[src/rtl/irq_prio_pkg.sv]
// holds the shared constants and types of the interrupt priority word block
// assumes a 16-bit software register port and one 50 MHz clock domain
package irq_prio_pkg;

  // ****************************************************************
  // widths
  // ****************************************************************
  localparam int unsigned DATA_W  = 16;   // register data width
  localparam int unsigned ADDR_W  = 4;    // register port address width
  localparam int unsigned LVL_W   = 3;    // one priority field
  localparam int unsigned NSRC    = 4;    // sources covered by the word
  localparam int unsigned FIELD_STRIDE = 4; // field spacing inside the word

  // ****************************************************************
  // register map
  // ****************************************************************
  localparam logic [3:0] PRIO_WORD_ADDR = 4'h0;   // priority_word_two
  localparam logic [3:0] STATUS_ADDR    = 4'h1;   // arbitration status

  // ****************************************************************
  // priority word layout and reset
  // ****************************************************************
  localparam int unsigned TIMER_THREE_LSB   = 0;
  localparam int unsigned SERIAL_ERROR_LSB  = 4;
  localparam int unsigned SERIAL_EVENT_LSB  = 8;
  localparam int unsigned UART_RECEIVE_LSB  = 12;
  localparam logic [15:0] PRIO_WORD_RESET   = 16'h4444;  // each field resets to level 4
  localparam logic [15:0] PRIO_WRITE_MASK   = 16'h7777;  // bits 15, 11, 7, 3 unimplemented

  // ****************************************************************
  // status word layout
  // ****************************************************************
  localparam int unsigned STAT_LEVEL_LSB    = 0;   // winning level, 3 bits
  localparam int unsigned STAT_INDEX_LSB    = 4;   // winning source index, 2 bits
  localparam int unsigned STAT_VALID_BIT    = 8;   // some source requests
  localparam int unsigned STAT_REQ_LSB      = 12;  // gated requests, 4 bits

  // ****************************************************************
  // level encodings
  // ****************************************************************
  localparam logic [2:0] LVL_OFF = 3'h0;  // source disabled
  localparam logic [2:0] LVL_MIN = 3'h1;  // lowest enabled level
  localparam logic [2:0] LVL_MAX = 3'h7;  // highest level

  typedef logic [2:0] level_t;
  typedef logic [1:0] src_index_t;

endpackage : irq_prio_pkg

[src/rtl/prio_arb_if.sv]
// carries per-source levels and requests to the picker and its answer back
// assumes both ends sit in the same clock domain
`timescale 1ns/100ps
interface prio_arb_if;
  import irq_prio_pkg::*;
  level_t     level [NSRC];   // per-source priority level
  logic [3:0] req;            // per-source request, already gated
  level_t     win_level;      // highest requesting level, zero if none
  src_index_t win_index;      // source that holds it
  logic       win_valid;      // any request present

  modport owner (output level, output req, input win_level, input win_index, input win_valid);
  modport pick  (input level, input req, output win_level, output win_index, output win_valid);
endinterface : prio_arb_if

[src/rtl/irq_priority_control_word.sv]
// holds one interrupt priority word and gates/arbitrates its four sources
// assumes source flags come from logic on mclk; software uses the plain port
//
// Contract
// - uart receive level in bits 14-12, 111=level 7
// - level 7 highest; higher codes outrank lower
// - code 001 is level 1, all fields
// - code 000 disables the source entirely
// - serial event level in bits 10-8
`timescale 1ns/100ps
module irq_priority_control_word (
  input  wire logic                 mclk,                   // 50 MHz system clock
  input  wire logic                 rst_b,                  // async reset, active low
  input  wire logic [3:0]           reg_addr,               // register address
  input  wire logic [15:0]          reg_wdata,              // write data
  input  wire logic                 reg_wr,                 // write strobe
  input  wire logic                 reg_rd,                 // read strobe
  output logic [15:0]               reg_rdata,              // read data, cycle after strobe
  input  wire logic [3:0]           src_flag,               // raw source flags {uart,event,error,timer}
  output irq_prio_pkg::level_t      uart_receive_priority,  // field 14-12
  output irq_prio_pkg::level_t      serial_event_priority,  // field 10-8
  output irq_prio_pkg::level_t      serial_error_priority,  // field 6-4
  output irq_prio_pkg::level_t      timer_three_priority,   // field 2-0
  output logic [3:0]                src_request,            // gated requests
  output irq_prio_pkg::level_t      win_level,              // highest requesting level
  output irq_prio_pkg::src_index_t  win_index,              // its source
  output logic                      win_valid               // any request present
);
  import irq_prio_pkg::*;

  // ****************************************************************
  // storage
  // ****************************************************************
  logic [15:0] priority_word_two;   // the priority word itself
  logic [15:0] next_word;           // masked write value
  logic [15:0] next_rdata;          // read mux result
  logic [15:0] status_word;         // arbitration snapshot
  logic [3:0]  enabled;             // field nonzero per source
  logic [3:0]  next_request;        // flags gated by enable

  prio_arb_if arb ();

  // ****************************************************************
  // address decode
  // ****************************************************************
  wire wr_word = reg_wr && (reg_addr == PRIO_WORD_ADDR);   // write hits the word
  wire rd_word = reg_rd && (reg_addr == PRIO_WORD_ADDR);   // read of the word
  wire rd_stat = reg_rd && (reg_addr == STATUS_ADDR);      // read of status

  // unimplemented bits are dropped on the way in so they can never read back
  assign next_word = reg_wdata & PRIO_WRITE_MASK;

  // unmapped reads and idle cycles return zero
  assign next_rdata = rd_word ? (priority_word_two & PRIO_WRITE_MASK) :
                      rd_stat ? status_word : 16'h0000;

  // status packs the registered arbitration result
  assign status_word = {src_request, 3'h0, win_valid, 2'h0, win_index, 1'h0, win_level};

  // ****************************************************************
  // per-source field extraction and gating
  // ****************************************************************
  genvar i;
  generate
    for (i = 0; i < NSRC; i++) begin : g_src
      // field i sits at bit 4*i; index 0 is timer three, 3 is uart receive
      assign arb.level[i]    = priority_word_two[i*FIELD_STRIDE +: LVL_W];
      assign enabled[i]      = (arb.level[i] != LVL_OFF);
      // a zero field blocks the flag outright, whatever its state
      assign next_request[i] = src_flag[i] && enabled[i];
    end
  endgenerate

  assign arb.req = next_request;

  // picker ranks by numeric level, so 7 beats everything below it
  prio_pick u_pick (
    .bus (arb.pick)
  );

  // ****************************************************************
  // priority word register
  // ****************************************************************
  // writes land one cycle after the strobe; no side effects beyond storing
  always_ff @(posedge mclk or negedge rst_b) begin
    if (!rst_b) begin
      priority_word_two <= PRIO_WORD_RESET;
    end else if (wr_word) begin
      priority_word_two <= next_word;
    end
  end

  // ****************************************************************
  // read data register
  // ****************************************************************
  // data stands only in the cycle after the strobe, zero otherwise
  always_ff @(posedge mclk or negedge rst_b) begin
    if (!rst_b) begin
      reg_rdata <= 16'h0000;
    end else begin
      reg_rdata <= next_rdata;
    end
  end

  // ****************************************************************
  // arbitration output registers
  // ****************************************************************
  // registering costs one cycle of latency but keeps outputs glitch free
  always_ff @(posedge mclk or negedge rst_b) begin
    if (!rst_b) begin
      src_request <= 4'h0;
      win_level   <= LVL_OFF;
      win_index   <= 2'h0;
      win_valid   <= 1'b0;
    end else begin
      src_request <= next_request;
      win_level   <= arb.win_level;
      win_index   <= arb.win_index;
      win_valid   <= arb.win_valid;
    end
  end

  // field outputs are slices of the word flops
  assign timer_three_priority  = priority_word_two[TIMER_THREE_LSB  +: LVL_W];
  assign serial_error_priority = priority_word_two[SERIAL_ERROR_LSB +: LVL_W];
  assign serial_event_priority = priority_word_two[SERIAL_EVENT_LSB +: LVL_W];
  assign uart_receive_priority = priority_word_two[UART_RECEIVE_LSB +: LVL_W];

  // ****************************************************************
  // checks
  // ****************************************************************
  // helper: a requesting source whose level beats the picked level
  logic [3:0] outranked;
  generate
    for (i = 0; i < NSRC; i++) begin : g_chk
      assign outranked[i] = arb.req[i] && (arb.level[i] > arb.win_level);
    end
  endgenerate

  a_uart_write_seven: assert property (@(posedge mclk) disable iff (!rst_b)
    (wr_word && (reg_wdata[14:12] == 3'b111)) |=> (uart_receive_priority == LVL_MAX))
    else $error("uart receive field did not take level 7");

  a_win_highest_level: assert property (@(posedge mclk) disable iff (!rst_b)
    (outranked == 4'h0) && (arb.win_valid == (arb.req != 4'h0)))
    else $error("picked level is not the highest requesting level");

  // a tie at level 7 goes to the lower index, so only a sole level 7 is checked here
  a_win_registered: assert property (@(posedge mclk) disable iff (!rst_b)
    (src_flag[3] && (uart_receive_priority == LVL_MAX) && (serial_event_priority != LVL_MAX)
      && (serial_error_priority != LVL_MAX) && (timer_three_priority != LVL_MAX))
      |=> (win_level == LVL_MAX && win_index == 2'h3))
    else $error("level 7 uart request did not win");

  a_level_one_request: assert property (@(posedge mclk) disable iff (!rst_b)
    (src_flag == 4'b0001 && timer_three_priority == LVL_MIN)
      |=> (win_valid && win_level == LVL_MIN && win_index == 2'h0))
    else $error("level 1 timer request not seen as level 1");

  a_disabled_no_request: assert property (@(posedge mclk) disable iff (!rst_b)
    ##1 ((src_request & ~$past(enabled)) == 4'h0))
    else $error("disabled source raised a request");

  a_event_field_write: assert property (@(posedge mclk) disable iff (!rst_b)
    wr_word |=> (serial_event_priority == $past(reg_wdata[10:8])))
    else $error("serial event field did not store written value");

  a_reserved_read_zero: assert property (@(posedge mclk) disable iff (!rst_b)
    rd_word |=> ((reg_rdata & ~PRIO_WRITE_MASK) == 16'h0000)
      && (reg_rdata == $past(priority_word_two & PRIO_WRITE_MASK)))
    else $error("reserved bits read nonzero or word misread");

  a_read_one_cycle: assert property (@(posedge mclk) disable iff (!rst_b)
    (!reg_rd) |=> (reg_rdata == 16'h0000))
    else $error("read data outside the answer cycle");

  // ****************************************************************
  // further checks
  // ****************************************************************
  // these watch the outputs from the far side: field slices, the
  // registered answer and the read port (the word hold, reserved store,
  // pick and tie checks read the word flops and the picker bus), so a slip in
  // the gating or in the picker shows up even where the internal checks
  // above still agree with themselves.
  // a reset cuts every attempt short; the checks that reach back one
  // cycle start only from an edge out of reset, since the flops answer
  // their reset values there (zero, 4444 for the word) whatever the inputs were.

  // helper: a requesting source that ties the winner at a lower index
  logic [3:0] tie_lost;
  generate
    for (i = 0; i < NSRC; i++) begin : g_tie
      assign tie_lost[i] = arb.win_valid && arb.req[i] && (arb.level[i] == arb.win_level)
                           && (src_index_t'(i) < arb.win_index);
    end
  endgenerate

  // helper: nonzero fields seen through the field outputs, order {uart,event,error,timer}
  wire [3:0] field_live = {(uart_receive_priority != LVL_OFF), (serial_event_priority != LVL_OFF),
                           (serial_error_priority != LVL_OFF), (timer_three_priority != LVL_OFF)};

  // helper: a read that hits neither the word nor the status place
  wire rd_unmapped = reg_rd && (reg_addr != PRIO_WORD_ADDR) && (reg_addr != STATUS_ADDR);

  a_uart_field_write: assert property (@(posedge mclk) disable iff (!rst_b)
    wr_word |=> (uart_receive_priority == $past(reg_wdata[14:12])))
    else $error("uart receive field did not store written value");

  a_error_field_write: assert property (@(posedge mclk) disable iff (!rst_b)
    wr_word |=> (serial_error_priority == $past(reg_wdata[6:4])))
    else $error("serial error field did not store written value");

  a_timer_field_write: assert property (@(posedge mclk) disable iff (!rst_b)
    wr_word |=> (timer_three_priority == $past(reg_wdata[2:0])))
    else $error("timer three field did not store written value");

  // nothing but a write to the word may move it, reads and status writes included
  a_word_hold_idle: assert property (@(posedge mclk) disable iff (!rst_b)
    (!wr_word) |=> $stable(priority_word_two))
    else $error("priority word changed without a write");

  a_reserved_store_zero: assert property (@(posedge mclk) disable iff (!rst_b)
    ((priority_word_two & ~PRIO_WRITE_MASK) == 16'h0000))
    else $error("unimplemented bit stored as one");

  a_unmapped_read_zero: assert property (@(posedge mclk) disable iff (!rst_b)
    rd_unmapped |=> (reg_rdata == 16'h0000))
    else $error("unmapped read returned nonzero data");

  a_pick_matches_source: assert property (@(posedge mclk) disable iff (!rst_b)
    arb.win_valid |-> (arb.req[arb.win_index] && (arb.level[arb.win_index] == arb.win_level)))
    else $error("picked source does not hold the picked level");

  a_tie_lower_index: assert property (@(posedge mclk) disable iff (!rst_b)
    (tie_lost == 4'h0))
    else $error("tie at equal level went to the higher index");

  // the registered request must be last cycle's flag masked by last cycle's fields
  a_request_follows_flag: assert property (@(posedge mclk) disable iff (!rst_b)
    rst_b |=> (src_request == ($past(src_flag) & $past(field_live))))
    else $error("gated request does not follow flag and field");

  a_zero_field_blocks: assert property (@(posedge mclk) disable iff (!rst_b)
    (src_flag[3] && (uart_receive_priority == LVL_OFF))
      |=> (!src_request[3] && !(win_valid && (win_index == 2'h3))))
    else $error("disabled uart receive source still requested");

  a_idle_answer_zero: assert property (@(posedge mclk) disable iff (!rst_b)
    (!win_valid) |-> ((win_level == LVL_OFF) && (win_index == 2'h0)))
    else $error("answer not zero while nothing requests");

  // status is a snapshot of the registered answer at the read strobe edge
  a_status_read_pack: assert property (@(posedge mclk) disable iff (!rst_b)
    rd_stat |=> ((reg_rdata[STAT_LEVEL_LSB +: LVL_W] == $past(win_level))
      && (reg_rdata[STAT_INDEX_LSB +: 2] == $past(win_index))
      && (reg_rdata[STAT_VALID_BIT] == $past(win_valid))
      && (reg_rdata[STAT_REQ_LSB +: 4] == $past(src_request))))
    else $error("status read does not match the registered answer");

endmodule : irq_priority_control_word

[src/rtl/prio_pick.sv]
// combinational picker: finds the highest requesting level among the sources
// assumes requests reaching it are already gated by a nonzero level
`timescale 1ns/100ps
module prio_pick (
  prio_arb_if.pick bus
);
  import irq_prio_pkg::*;

  // ****************************************************************
  // ripple chain of best-so-far
  // ****************************************************************
  level_t     best_lvl [NSRC+1];  // best level after each stage
  src_index_t best_idx [NSRC+1];  // its source

  assign best_lvl[0] = LVL_OFF;
  assign best_idx[0] = 2'h0;

  genvar i;
  generate
    for (i = 0; i < NSRC; i++) begin : g_stage
      // strict compare: on a tie the lower index keeps the win
      wire take = bus.req[i] && (bus.level[i] > best_lvl[i]);
      assign best_lvl[i+1] = take ? bus.level[i] : best_lvl[i];
      assign best_idx[i+1] = take ? src_index_t'(i) : best_idx[i];
    end
  endgenerate

  assign bus.win_level = best_lvl[NSRC];
  assign bus.win_index = best_idx[NSRC];
  assign bus.win_valid = (best_lvl[NSRC] != LVL_OFF);

endmodule : prio_pick

[config.mk]
export PLATFORM = sky130hd
export DESIGN_NAME = irq_priority_control_word
export DESIGN_NICKNAME = d
export VERILOG_FILES = /design/src/rtl/irq_prio_pkg.sv /design/src/rtl/prio_arb_if.sv /design/src/rtl/irq_priority_control_word.sv /design/src/rtl/prio_pick.sv
export SDC_FILE = /design/constraint.sdc
export NUM_CORES = 1
export LEC_CHECK = 0
export BUFFER_PORTS_ARGS = -buffer_cell sky130_fd_sc_hd__buf_4
export CELL_PAD_IN_SITES_DETAIL_PLACEMENT = 0
export CELL_PAD_IN_SITES_GLOBAL_PLACEMENT = 1
export CORE_MARGIN = 1.5
export CORE_UTILIZATION = 35
export CTS_BUF_LIST = sky130_fd_sc_hd__clkbuf_8
export DETAILED_ROUTE_END_ITERATION = 16
export PLACE_DENSITY = 0.89
export SLEW_MARGIN = 20
export SYNTH_ARGS = -nofsm -noshare
export SYNTH_HDL_FRONTEND = slang
export SYNTH_SLANG_ARGS = --single-unit
[constraint.sdc]
create_clock -name mclk -period 4.1 [get_ports mclk]
set_input_delay 0.82 -clock mclk [delete_from_list [all_inputs] [get_ports mclk]]
set_output_delay 0.82 -clock mclk [all_outputs]
set_load 0.02 [all_outputs]
# [Word level (Yosys, flattened, before mapping)]
# Cells that the tools add are included.
[op_classes] addsub=0 mul=0 n_div=0 magnitude_cmp=4 eq_ne=1 n_shift=0 mux=9 bitwise=0 n_reduce_logical=17
[ops] operator="16-bit 2-to-1 mux" count=2
[ops] operator="3-bit nonzero test" count=5
[ops] operator="3-bit 2-to-1 mux" count=4
[ops] operator="1-bit logical AND" count=11
[ops] operator="3-bit greater-than comparator" count=3
[ops] operator="4-bit by 1-bit == test with 1-bit output (second input constant)" count=1
[ops] operator="4-bit zero test" count=1
[ops] operator="2-bit 2-to-1 mux" count=2
[ops] operator="3-bit by 1-bit greater-than comparator with 1-bit output (second input constant)" count=1
[ops] operator="1-bit 2-to-1 mux" count=1
[word_totals] regBits=38 latchBits=0 ramBits=0 romBits=0 in_bits=28 out_inout_bits=38 word_cells=37 memories=0

# [Depth between registers and ports, before layout]
# Gate-level depths: netlist of run 1.
[depth] ltp_word=14 mapped_depth=18 depth_no_buf=18

# [Hierarchy]
# From an unflattened synthesis of run 1, not the netlist that was laid out.
[unflattened] hier_cells=137 area_unflattened_um2=1766.7
[modules_own_cells] module="irq_priority_control_word" instances=1 cells_per_inst=76 area_each_um2=1296.2 seq_area_each_um2=880.8
[modules_own_cells] module="prio_pick" instances=1 cells_per_inst=61 area_each_um2=470.5 seq_area_each_um2=0.0

# [Worst setup path after synthesis of run 1]
# No wires, ideal clock.
[synth_timing] path_kind="input port to flip-flop" from="in src_flag[0]" to="reg win_valid" setup_ns=0.139 arrival_ns=4.114 required_ns=3.961 setup_slack_ns=-0.153 cell_stages=18 path_buffers=0 path_cell_list="nand2_1 -> ha_1 -> and3b_1 -> o21a_1 -> a21o_1 -> and2_1 -> ha_1 -> nor2b_1 -> o21ai_4 -> a21o_4 -> a31oi_1 -> inv_1 -> ha_1 -> nor2b_1 -> o21ai_1 -> nand2b_1 -> and3_1 -> or4_1"
[synth_via] elab_chain_len=13
[synth_rtl] item="start, declared" line_no="irq_priority_control_word.sv:19" text="input wire logic [3:0] src_flag,"
[synth_rtl] item="1-bit logical AND *" line_no="irq_priority_control_word.sv:70" text="assign next_request[i] = src_flag[i] && enabled[i];"
[synth_rtl] item="1-bit logical AND *" line_no="prio_pick.sv:22" text="wire take = bus.req[i] && (bus.level[i] > best_lvl[i]);"
[synth_rtl] item="3-bit 2-to-1 mux *" line_no="prio_pick.sv:23" text="assign best_lvl[i+1] = take ? bus.level[i] : best_lvl[i];"
[synth_rtl] item="3-bit greater-than comparator" line_no="prio_pick.sv:22"
[synth_rtl] item="1-bit logical AND" line_no="prio_pick.sv:22"
[synth_rtl] item="3-bit 2-to-1 mux *" line_no="prio_pick.sv:23"
[synth_rtl] item="3-bit greater-than comparator" line_no="prio_pick.sv:22"
[synth_rtl] item="1-bit logical AND" line_no="prio_pick.sv:22"
[synth_rtl] item="3-bit 2-to-1 mux *" line_no="prio_pick.sv:23"
[synth_rtl] item="3-bit greater-than comparator" line_no="prio_pick.sv:22"
[synth_rtl] item="1-bit logical AND" line_no="prio_pick.sv:22"
[synth_rtl] item="3-bit 2-to-1 mux *" line_no="prio_pick.sv:23"
[synth_rtl] item="3-bit nonzero test *" line_no="prio_pick.sv:30" text="assign bus.win_valid = (best_lvl[NSRC] != LVL_OFF);"
[synth_rtl] item="via arb.win_valid" line_no="prio_arb_if.sv:10" text="logic win_valid;"
[synth_rtl] item="end signal, assigned" line_no="irq_priority_control_word.sv:119" text="win_valid <= arb.win_valid;"
[synth_rtl] item="end, declared" line_no="irq_priority_control_word.sv:27" text="output logic win_valid"
# Mark *: on every way through the listed nets, which the timed path passes. The rest lies on a longest branch.
# A chain may end at the register's enable or synchronous reset.

# [Final worst setup path of run 1]
# Ends and elaborated chain as after synthesis.

==> flow_metrics.py, run 1 <==
metrics = {
    "final_layout": {
        "final_net_count": 261,
        "antenna_cells": 0,
        "areaGrowthSynthToFinish_pct": 55.71,
        "drive_gt1_share_pct": 60.00,
        "final_util_pct": 56.34,
        "final_cells": 292,
        "final_common_cell": "buf_4",
        "stdcell_area_mm2": 0.002661,
        "mostFrequentLayoutCells": "buf_4 (77), dfrtp_1 (31), mux2_2 (15)",
    },
    "critical_path": {
        "path_cells": "buf_6 > nand2_4 > ha_4 > and3b_1 > o21a_1 > a21o_1 > and2_4 > ha_4 > nor2b_4 > o21ai_4 > a21o_4 > a31oi_4 > inv_2 > ha_4 > nor2b_4 > o21ai_1 > nand2b_1 > and3_4 > or4_1",
        "cp-end-kind": "register",
        "crit_top_cell": "ha_4",
        "cp_max_fo": 4,
        "cpPeakStageDelay_ps": 490,
        "critPathRequiredTime_ps": 4270,
        "cp_slowest_cell": "or4_1",
        "critPathBufInv": 2,
        "cpLargestDelayFamily": "simple AND/OR/NAND/NOR gates",
        "critPathKind": "in -> reg",
        "arrival_ps": 4190,
        "cp-start-kind": "input port",
    },
    "power": {
        "p_leak_nw": 1.308,
        "power_switching_mw": 0.5377,
        "p_clk_share_pct": 20.4,
        "finalPower_mw": 1.517,
        "pwr-share-comb_pct": 47.5,
        "ir_drop_v": 0.0001852,
        "p_sw_share_pct": 35.44,
        "intPower_mw": 0.9795,
        "p_per_area_mw_per_mm2": 570.1,
        "seq_power_share_pct": 32.1,
    },
    "clock_tree": {
        "cts_sinks": 35,
        "clkTransAtPathRegs_ps": 80,
        "cts_buffers": 5,
        "cts_hold_buffers": 0,
        "cts_tree": "done",
        "clockBufferDepth": 2,
        "clockRootBuffer": "clkbuf_8",
        "htreeDepth": 2,
        "insertion_delay_ps": 290,
    },
    "grt": {
        "antenna_found_initial": 0,
        "grt_max_degree": 36,
        "grt_overflow": 0,
        "grt_use_total_pct": 15.82,
        "grt_pass1_wl_um": 6272,
        "grt_pass1_vias": 1322,
    },
    "outcome": {
        "status": "finished, final reports clean",
    },
    "yosys": {
        "synth-main-ff-cell": "dfrtp_1",
        "ys_seq_area_share_pct": 51.54,
        "synth.avg_cell_area_um2": 12.12,
        "synth-async-reset-ratio_pct": 100.0,
        "synth_edf_count": 0,
        "synth_area_mm2": 0.001709,
        "ys_ff_latch": 35,
        "ys_types": 35,
        "ys_warn_count": 0,
        "synthCells": 141,
    },
    "floorplanning": {
        "die_h_um": 72.88,
        "dieArea_mm2": 0.005311,
        "die_x_um": 72.88,
        "placementRows": 25,
        "initial_core_util_pct": 36.19,
        "io_pins": 66,
        "coreArea_mm2": 0.004723,
    },
    "detailed_routing": {
        "drtPass1Iterations": 4,
        "vias": 1352,
        "drt_iter0_markers": 26,
        "wl_per_cell_um": 13.87,
        "detail-route-antenna-nets": 0,
        "route.detailed.drc": 0,
        "vias_per_cell": 4.630,
        "wirelength_um": 4051,
    },
    "timing": {
        "worst_slack_ps": 80.21,
        "finClkSkew_ps": 9.568,
        "fin_hold_ws_ps": 473.1,
        "fin_tns_setup_ps": 0,
        "worst_slew_pin_slew_ps": 701.2,
        "fin_crit_ps": 4020,
        "relSlewSlack_pct": 53.12,
        "finalHoldViolations": 0,
        "setup_viol": 0,
        "min_period_over_period_pct": 98.04,
        "slew_violations": 0,
        "timing.fmax_mhz": 248.8,
    },
    "run": {
        "cap_violations": 0,
    },
    "place": {
        "pre_cts_ws_ps": -302.0,
        "gp_congestion": 0.8008,
        "placed_area_mm2": 0.002380,
        "dp.cells": 282,
        "io_buffer_count": 58,
        "hpwl_um": 2941,
    },
    "worst_hold_path": {
        "hold_path.class": "in -> async",
    },
}
==> Yosys cell counts, types with 2 or more instances <==
cell type	n	area share, %
a211oi_1	3	1.3
a21o_1	3	1.3
a31oi_1	2	0.73
and2_1	6	2.2
buf_4	3	1.3
clkbuf_1	2	0.44
dfrtp_1	31	45
dfstp_2	4	6.1
ha_1	9	6.6
inv_1	7	1.5
mux2_2	15	9.9
mux2i_1	9	5.3
nand2_1	6	1.3
nand3_1	7	2.0
nor2_1	11	2.4
nor2b_1	2	0.73
o21ai_4	2	1.9
o31a_1	2	1.0
==> registers in the layout, indices dropped and copies added, names as in the netlist <==
name and flops:
priority_word_two 12, src_request 4, reg_rdata 13, win_index 2
win_valid 1, win_level 3
==> worst paths after layout <==
kind	from	end	slack (ps)	cells after the start
min in group mclk	src_request[3]	reg_rdata[15]	520	2
max	src_flag[0]	win_valid	80	19
max in group asynchronous	rst_b	priority_word_two[2]	3290	1
min	rst_b	priority_word_two[1]	470	1
min reg2reg	src_request[3]	reg_rdata[15]	520	2
max reg2reg	priority_word_two[2]	win_valid	160	18
==> metal layers <==
metal	routed length, µm	part of all wire [%]	global-route usage [%]	up-vias
met1	1846	46	20.94	643
li1	-	-	-	659
met2	1943	48	25.08	44
met4	58	1.4	5.660	0
met5	0	0	0	-
met3	203	5.0	4.144	6
==> cells by family after synthesis <==
kind of cell	Yosys count	share of synthesized area [%]
DFF	35	51.54
muxes	24	15.15
and+or+nand+nor	39	11.79
buffers and inverters	13	3.514
AOI/OAI and AO/OA	20	11.20
adders and majority gates	9	6.589
other	1	0.2194
==> timing repair <==
| item | 4_1_cts | 5_1_grt |
|---|---|---|
| buffers inserted | 0 | 2 |
| pin swaps | 2 | 13 |
| gates resized for setup | 2 | 24 |
| endpoints found under the setup margin | 1 | 5 |
==> cell type report <==
cell class              count  area (µm²)
clock buffers               5       68.82
clock inverters             3       43.79
fillers                   425        2062
inverters                   7       26.28
multi-input cells          95       945.9
flip-flops and latches     35       880.8
well taps                  67       83.83
repair buffers             80       611.8
==> worst register-to-register path: cells and delay by family, from the launching register on <==
family / cells / cell delay [ps]
AND/OR/NAND/NOR: 8 / 1460
flip-flops: 1 / 560
buffers and inverters: 1 / 60
adder cells (fa/ha/maj): 3 / 690
AO/OA/AOI/OAI: 6 / 1070
==> power groups by stage <==
stage	Combinational, mW	Sequential (mW)	Clock, mW
2_1_floorplan	0.290	0.550	0
3_3_place_gp	0.609	0.484	0
3_5_place_dp	0.621	0.485	0
4_1_cts	0.636	0.479	0.316
5_1_grt	0.783	0.498	0.331
6_report	0.721	0.487	0.310
Note: power is estimated with default switching activity, not from simulation.
==> inputs of run 2 (changes only) <==
- PLACE_DENSITY: 0.89 -> 0.85
==> flow_metrics.py, run 2 (synthesized netlist as in run 1, its figures left out) <==
metrics = {
    "outcome": {
        "status": "finished, final reports clean",
    },
    "place": {
        "gp_congestion": 0.8234,
        "io_buffer_count": 58,
        "dp.cells": 283,
        "placed_area_mm2": 0.002387,
        "hpwl_um": 2908,
    },
    "final_layout": {
        "final_net_count": 263,
        "final_cells": 294,
        "mostFrequentLayoutCells": "buf_4 (81), dfrtp_1 (31), mux2_2 (15)",
        "final_util_pct": 55.58,
        "largest_reg_flops": 13,
        "areaGrowthSynthToFinish_pct": 53.59,
        "largest_registers": "reg_rdata (13), priority_word_two (12), src_request (4)",
        "num-fill-cells": 417,
        "drive_gt1_share_pct": 58.15,
        "stdcell_area_mm2": 0.002625,
        "final_common_cell": "buf_4",
        "regMostFlops": "reg_rdata",
        "antenna_cells": 0,
    },
    "timing": {
        "finalHoldViolations": 0,
        "setup_viol": 0,
        "fin_hold_ws_ps": 455.5,
        "slew_violations": 0,
        "finClkSkew_ps": 6.149,
        "worst_slew_pin_slew_ps": 701.8,
        "min_period_over_period_pct": 96.43,
        "timing.fmax_mhz": 252.9,
        "relSlewSlack_pct": 53.07,
        "fin_crit_ps": 3954,
        "grt_setup_unrepaired": "no",
    },
    "floorplanning": {
        "io_pins": 66,
        "coreArea_mm2": 0.004723,
        "initial_core_util_pct": 36.19,
        "die_h_um": 72.88,
        "die_x_um": 72.88,
        "dieArea_mm2": 0.005311,
        "placementRows": 25,
    },
    "clock_tree": {
        "cts_tree": "done",
        "clockBufferDepth": 2,
        "insertion_delay_ps": 290,
        "clkTransAtPathRegs_ps": 80,
        "cts_buffers": 5,
        "htreeDepth": 2,
        "clockRootBuffer": "clkbuf_8",
        "cts_sinks": 35,
        "cts_hold_buffers": 0,
    },
    "grt": {
        "grt_max_degree": 36,
        "grt_pass1_wl_um": 6072,
        "antenna_found_initial": 0,
        "grt_pass1_vias": 1252,
        "grt_overflow": 0,
        "grt_use_total_pct": 15.65,
    },
    "critical_path": {
        "cp_slowest_cell": "or4_1",
        "r2r-start": "priority_word_two[6]",
        "critPathRequiredTime_ps": 4270,
        "cp-end-kind": "register",
        "cp-start-kind": "input port",
        "cpPeakStageDelay_ps": 460,
        "cp_max_fo": 6,
        "path_cells": "buf_6 > and2_4 > ha_2 > and3b_1 > o21a_2 > a21o_1 > and2_1 > ha_1 > nor2b_4 > o21ai_4 > a21o_4 > a31oi_4 > inv_2 > ha_4 > nor2b_1 > o21ai_1 > nand2b_1 > and3_4 > or4_1",
        "reg2reg_slack_ps": 230,
        "worstSetupStartpoint": "src_flag[0]",
        "critPathKind": "in -> reg",
        "arrival_ps": 4120,
    },
    "detailed_routing": {
        "wl_per_cell_um": 13.26,
        "detail-route-antenna-nets": 0,
        "drtPass1Iterations": 4,
        "vias_per_cell": 4.595,
        "vias": 1351,
        "wirelength_um": 3899,
        "drt_iter0_markers": 41,
        "route.detailed.drc": 0,
    },
    "run": {
        "cap_violations": 0,
    },
    "power": {
        "p_leak_nw": 1.307,
        "finalPower_mw": 1.521,
        "p_per_area_mw_per_mm2": 579.3,
        "ir_drop_v": 0.0002356,
    },
    "worst_hold_path": {
        "hold_path.class": "in -> async",
    },
}
run 2: changes by cell type in the layout (fill, tap and decap cells not counted), moves of 2 or more:
cell	delta
ha_4	-3
ha_1	+3
buf_4	+4
buf_6	-2
run 2: layout make-up:
| class | instances | area (µm²) | area share [%] |
|---|---|---|---|
| multi-input cells | 95 | 878.3 | 33.46 |
| repair buffers | 82 | 619.3 | 23.59 |
| flip-flops and latches | 35 | 880.8 | 33.56 |
| clock buffers | 5 | 68.82 | 2.622 |
| well taps | 67 | 83.83 | 3.194 |
| inverters | 7 | 26.28 | 1.001 |
| clock inverters | 3 | 67.56 | 2.574 |
run 2: repair_timing:
item,4_1_cts,5_1_grt
buffers inserted,2,1
cloned,0,0
pin swaps,6,6
resized for setup,5,10
endpoints found under the setup margin,1,5
run 2: path summary, 6_finish.rpt:
path | endpoint | cells after the start
setup / recovery | win_valid | 19
hold / removal | reg_rdata[2] | 1
setup reg to reg | win_valid | 17
hold reg to reg | reg_rdata[15] | 2
max in group asynchronous | priority_word_two[6] | 1
min in group mclk | reg_rdata[15] | 2
run 2: metrics by stage:
stage                     setup TNS, ps  setup WS, ps
after CTS                             0         20.65
after floorplan                  -52.94        -52.94
final                                 0         146.3
after global routing                  0         7.668
after detailed placement          -1189        -343.4
after global placement           -985.5        -319.3
run 2: per-layer routing:
metal | vias to the layer above | global-route usage [%] | wire [µm]
met5 | - | 0 | 0
met1 | 638 | 19.77 | 1735
li1 | 657 | - | -
met2 | 51 | 25.18 | 1848
met4 | 0 | 6.289 | 59
met3 | 5 | 4.558 | 256
run 2: power by group:
part	internal, mW	switching, mW
sequential	0.415	0.0678
clock	0.243	0.133
combinational	0.351	0.311
run 2: worst max-delay path, delay by kind of cell:
kind,cells,cell delay [ps]
simple gates,8,1480
compound gates,6,1000
fa+ha+maj,3,650
buf+inv,2,160
==> inputs of run 3 (changes only) <==
- CORE_UTILIZATION: 35 -> 41
- PLACE_DENSITY: 0.85 -> 0.93
- clock period: 4.1 -> 4.7 ns (I/O delays scaled with it)
==> flow_metrics.py, run 3 (synthesized netlist as in run 1, its figures left out) <==
metrics = {
    "floorplanning": {
        "io_pins": 66,
        "die_h_um": 67.57,
        "coreArea_mm2": 0.004000,
        "initial_core_util_pct": 42.73,
        "dieArea_mm2": 0.004565,
        "placementRows": 23,
        "die_x_um": 67.57,
    },
    "critical_path": {
        "reg2reg_slack_ps": 470,
        "path_cells": "buf_4 > nand2_1 > ha_1 > and3b_1 > o21a_1 > a21o_1 > and2_1 > ha_1 > nor2b_1 > o21ai_4 > a21o_4 > a31oi_1 > inv_1 > ha_1 > nor2b_1 > o21ai_1 > nand2b_1 > and3_1 > or4_1",
        "cpLargestDelayFamily": "simple AND/OR/NAND/NOR gates",
        "crit_top_cell": "ha_1",
        "cp_max_fo": 6,
        "r2r-start": "priority_word_two[2]",
        "cp_slowest_cell": "or4_1",
        "worstSetupStartpoint": "src_flag[0]",
        "reg2reg_depth": 18,
        "cp-start-kind": "input port",
        "cpPeakStageDelay_ps": 460,
        "r2r-end": "win_valid",
        "arrival_ps": 4530,
        "cp-end-kind": "register",
        "critPathRequiredTime_ps": 4860,
        "critPathBufInv": 2,
        "critPathKind": "in -> reg",
    },
    "clock_tree": {
        "cts_hold_buffers": 0,
        "cts_buffers": 5,
        "clkTransAtPathRegs_ps": 70,
        "clockRootBuffer": "clkbuf_8",
        "insertion_delay_ps": 290,
        "cts_tree": "done",
        "cts-resized-gates": 0,
        "cts_sinks": 35,
        "clockBufferDepth": 2,
        "htreeDepth": 2,
        "cts_setup_buffers": 0,
    },
    "outcome": {
        "status": "finished, final reports clean",
    },
    "worst_hold_path": {
        "min_to": "reg_rdata[15]",
        "worstHoldStart": "src_request[3]",
        "hold_path.class": "reg -> reg",
        "whs_path_depth": 2,
    },
    "final_layout": {
        "antenna_cells": 0,
        "final_cells": 255,
        "largest_registers": "reg_rdata (13), priority_word_two (12), src_request (4)",
        "regMostFlops": "reg_rdata",
        "final_common_cell": "buf_4",
        "final_net_count": 241,
        "areaGrowthSynthToFinish_pct": 33.24,
        "drive_gt1_share_pct": 45.37,
        "mostFrequentLayoutCells": "buf_4 (60), dfrtp_1 (31), mux2_2 (15)",
        "final_util_pct": 56.93,
        "largest_reg_flops": 13,
    },
    "grt": {
        "grt_max_degree": 36,
        "grt_overflow": 0,
        "grt_pass1_vias": 1210,
        "grt_use_total_pct": 17.48,
        "antenna_found_initial": 0,
        "grt_pass1_wl_um": 5768,
    },
    "timing": {
        "timing.fmax_mhz": 228.9,
        "fin_hold_ws_ps": 511.5,
        "fin_tns_setup_ps": 0,
        "finClkSkew_ps": 6.803,
        "setup_viol": 0,
        "grt_setup_unrepaired": "no",
        "worst_slack_ps": 330.9,
        "relSlewSlack_pct": 57.42,
        "worst_slew_pin_slew_ps": 636.8,
        "finalHoldViolations": 0,
        "slew_violations": 0,
        "min_period_over_period_pct": 92.96,
        "fin_crit_ps": 4369,
    },
    "detailed_routing": {
        "drt_iter0_markers": 37,
        "wirelength_um": 3602,
        "vias": 1233,
        "vias_per_cell": 4.835,
        "drtPass1Iterations": 4,
        "route.detailed.drc": 0,
        "detail-route-antenna-nets": 0,
        "wl_per_cell_um": 14.13,
    },
    "place": {
        "io_buffer_count": 58,
        "pre_cts_ws_ps": 35.93,
        "hpwl_um": 2714,
        "dp.cells": 247,
        "gp_congestion": 0.8147,
    },
    "run": {
        "cap_violations": 0,
    },
    "power": {
        "p_per_area_mw_per_mm2": 477.5,
        "p_leak_nw": 1.169,
        "ir_drop_v": 0.0002411,
    },
}
==> run 3: tightest hold or removal path, cell delays in order, from the launching register on <==
cell,delay [ps]
dfrtp_1,380
nand2_1,60
nor2_1,30
==> run 3: worst max-delay path by stage <==
stage | endpoint | slack, ps | cells past startpoint
global route | win_valid | 130 | 19
global placement | win_valid | 60 | 19
detailed placement | win_valid | 40 | 19
floorplan | win_valid | 330 | 18
CTS | win_valid | 340 | 19
finish | win_valid | 330 | 19
==> run 3: cell type report <==
| type | count | area [µm²] |
|---|---|---|
| Clock inverter | 3 | 12.51 |
| Inverter | 7 | 26.28 |
| Tap cell | 50 | 62.56 |
| Timing Repair Buffer | 60 | 450.4 |
| Sequential cell | 35 | 880.8 |
| Fill cell | 364 | 1723 |
| Multi-Input combinational cell | 95 | 775.7 |
| Clock buffer | 5 | 68.82 |
==> run 3: metal layers <==
| layer | track usage, % | routed length (µm) | vias up |
|---|---|---|---|
| met1 | 20.47 | 1482 | 583 |
| met4 | 7.653 | 55 | 0 |
| met3 | 5.667 | 221 | 5 |
| met5 | 0 | 0 | - |
| li1 | - | - | 612 |
| met2 | 29.17 | 1842 | 33 |
==> run 3: power by group <==
part	switching [mW]	total, mW	internal, mW
clock	0.105	0.204	0.0995
sequential	0.0614	0.424	0.362
combinational	0.239	0.459	0.220
==> run 3: per-stage QoR <==
| step | area, µm² | total power, mW |
|---|---|---|
| 5_1_grt | 2277 | 1.160 |
| 3_3_place_gp | 2196 | 0.8794 |
| 6_report | 2277 | 1.087 |
| 3_5_place_dp | 2196 | 0.8890 |
| 4_1_cts | 2277 | 1.097 |
| 2_1_floorplan | 1717 | 0.7152 |
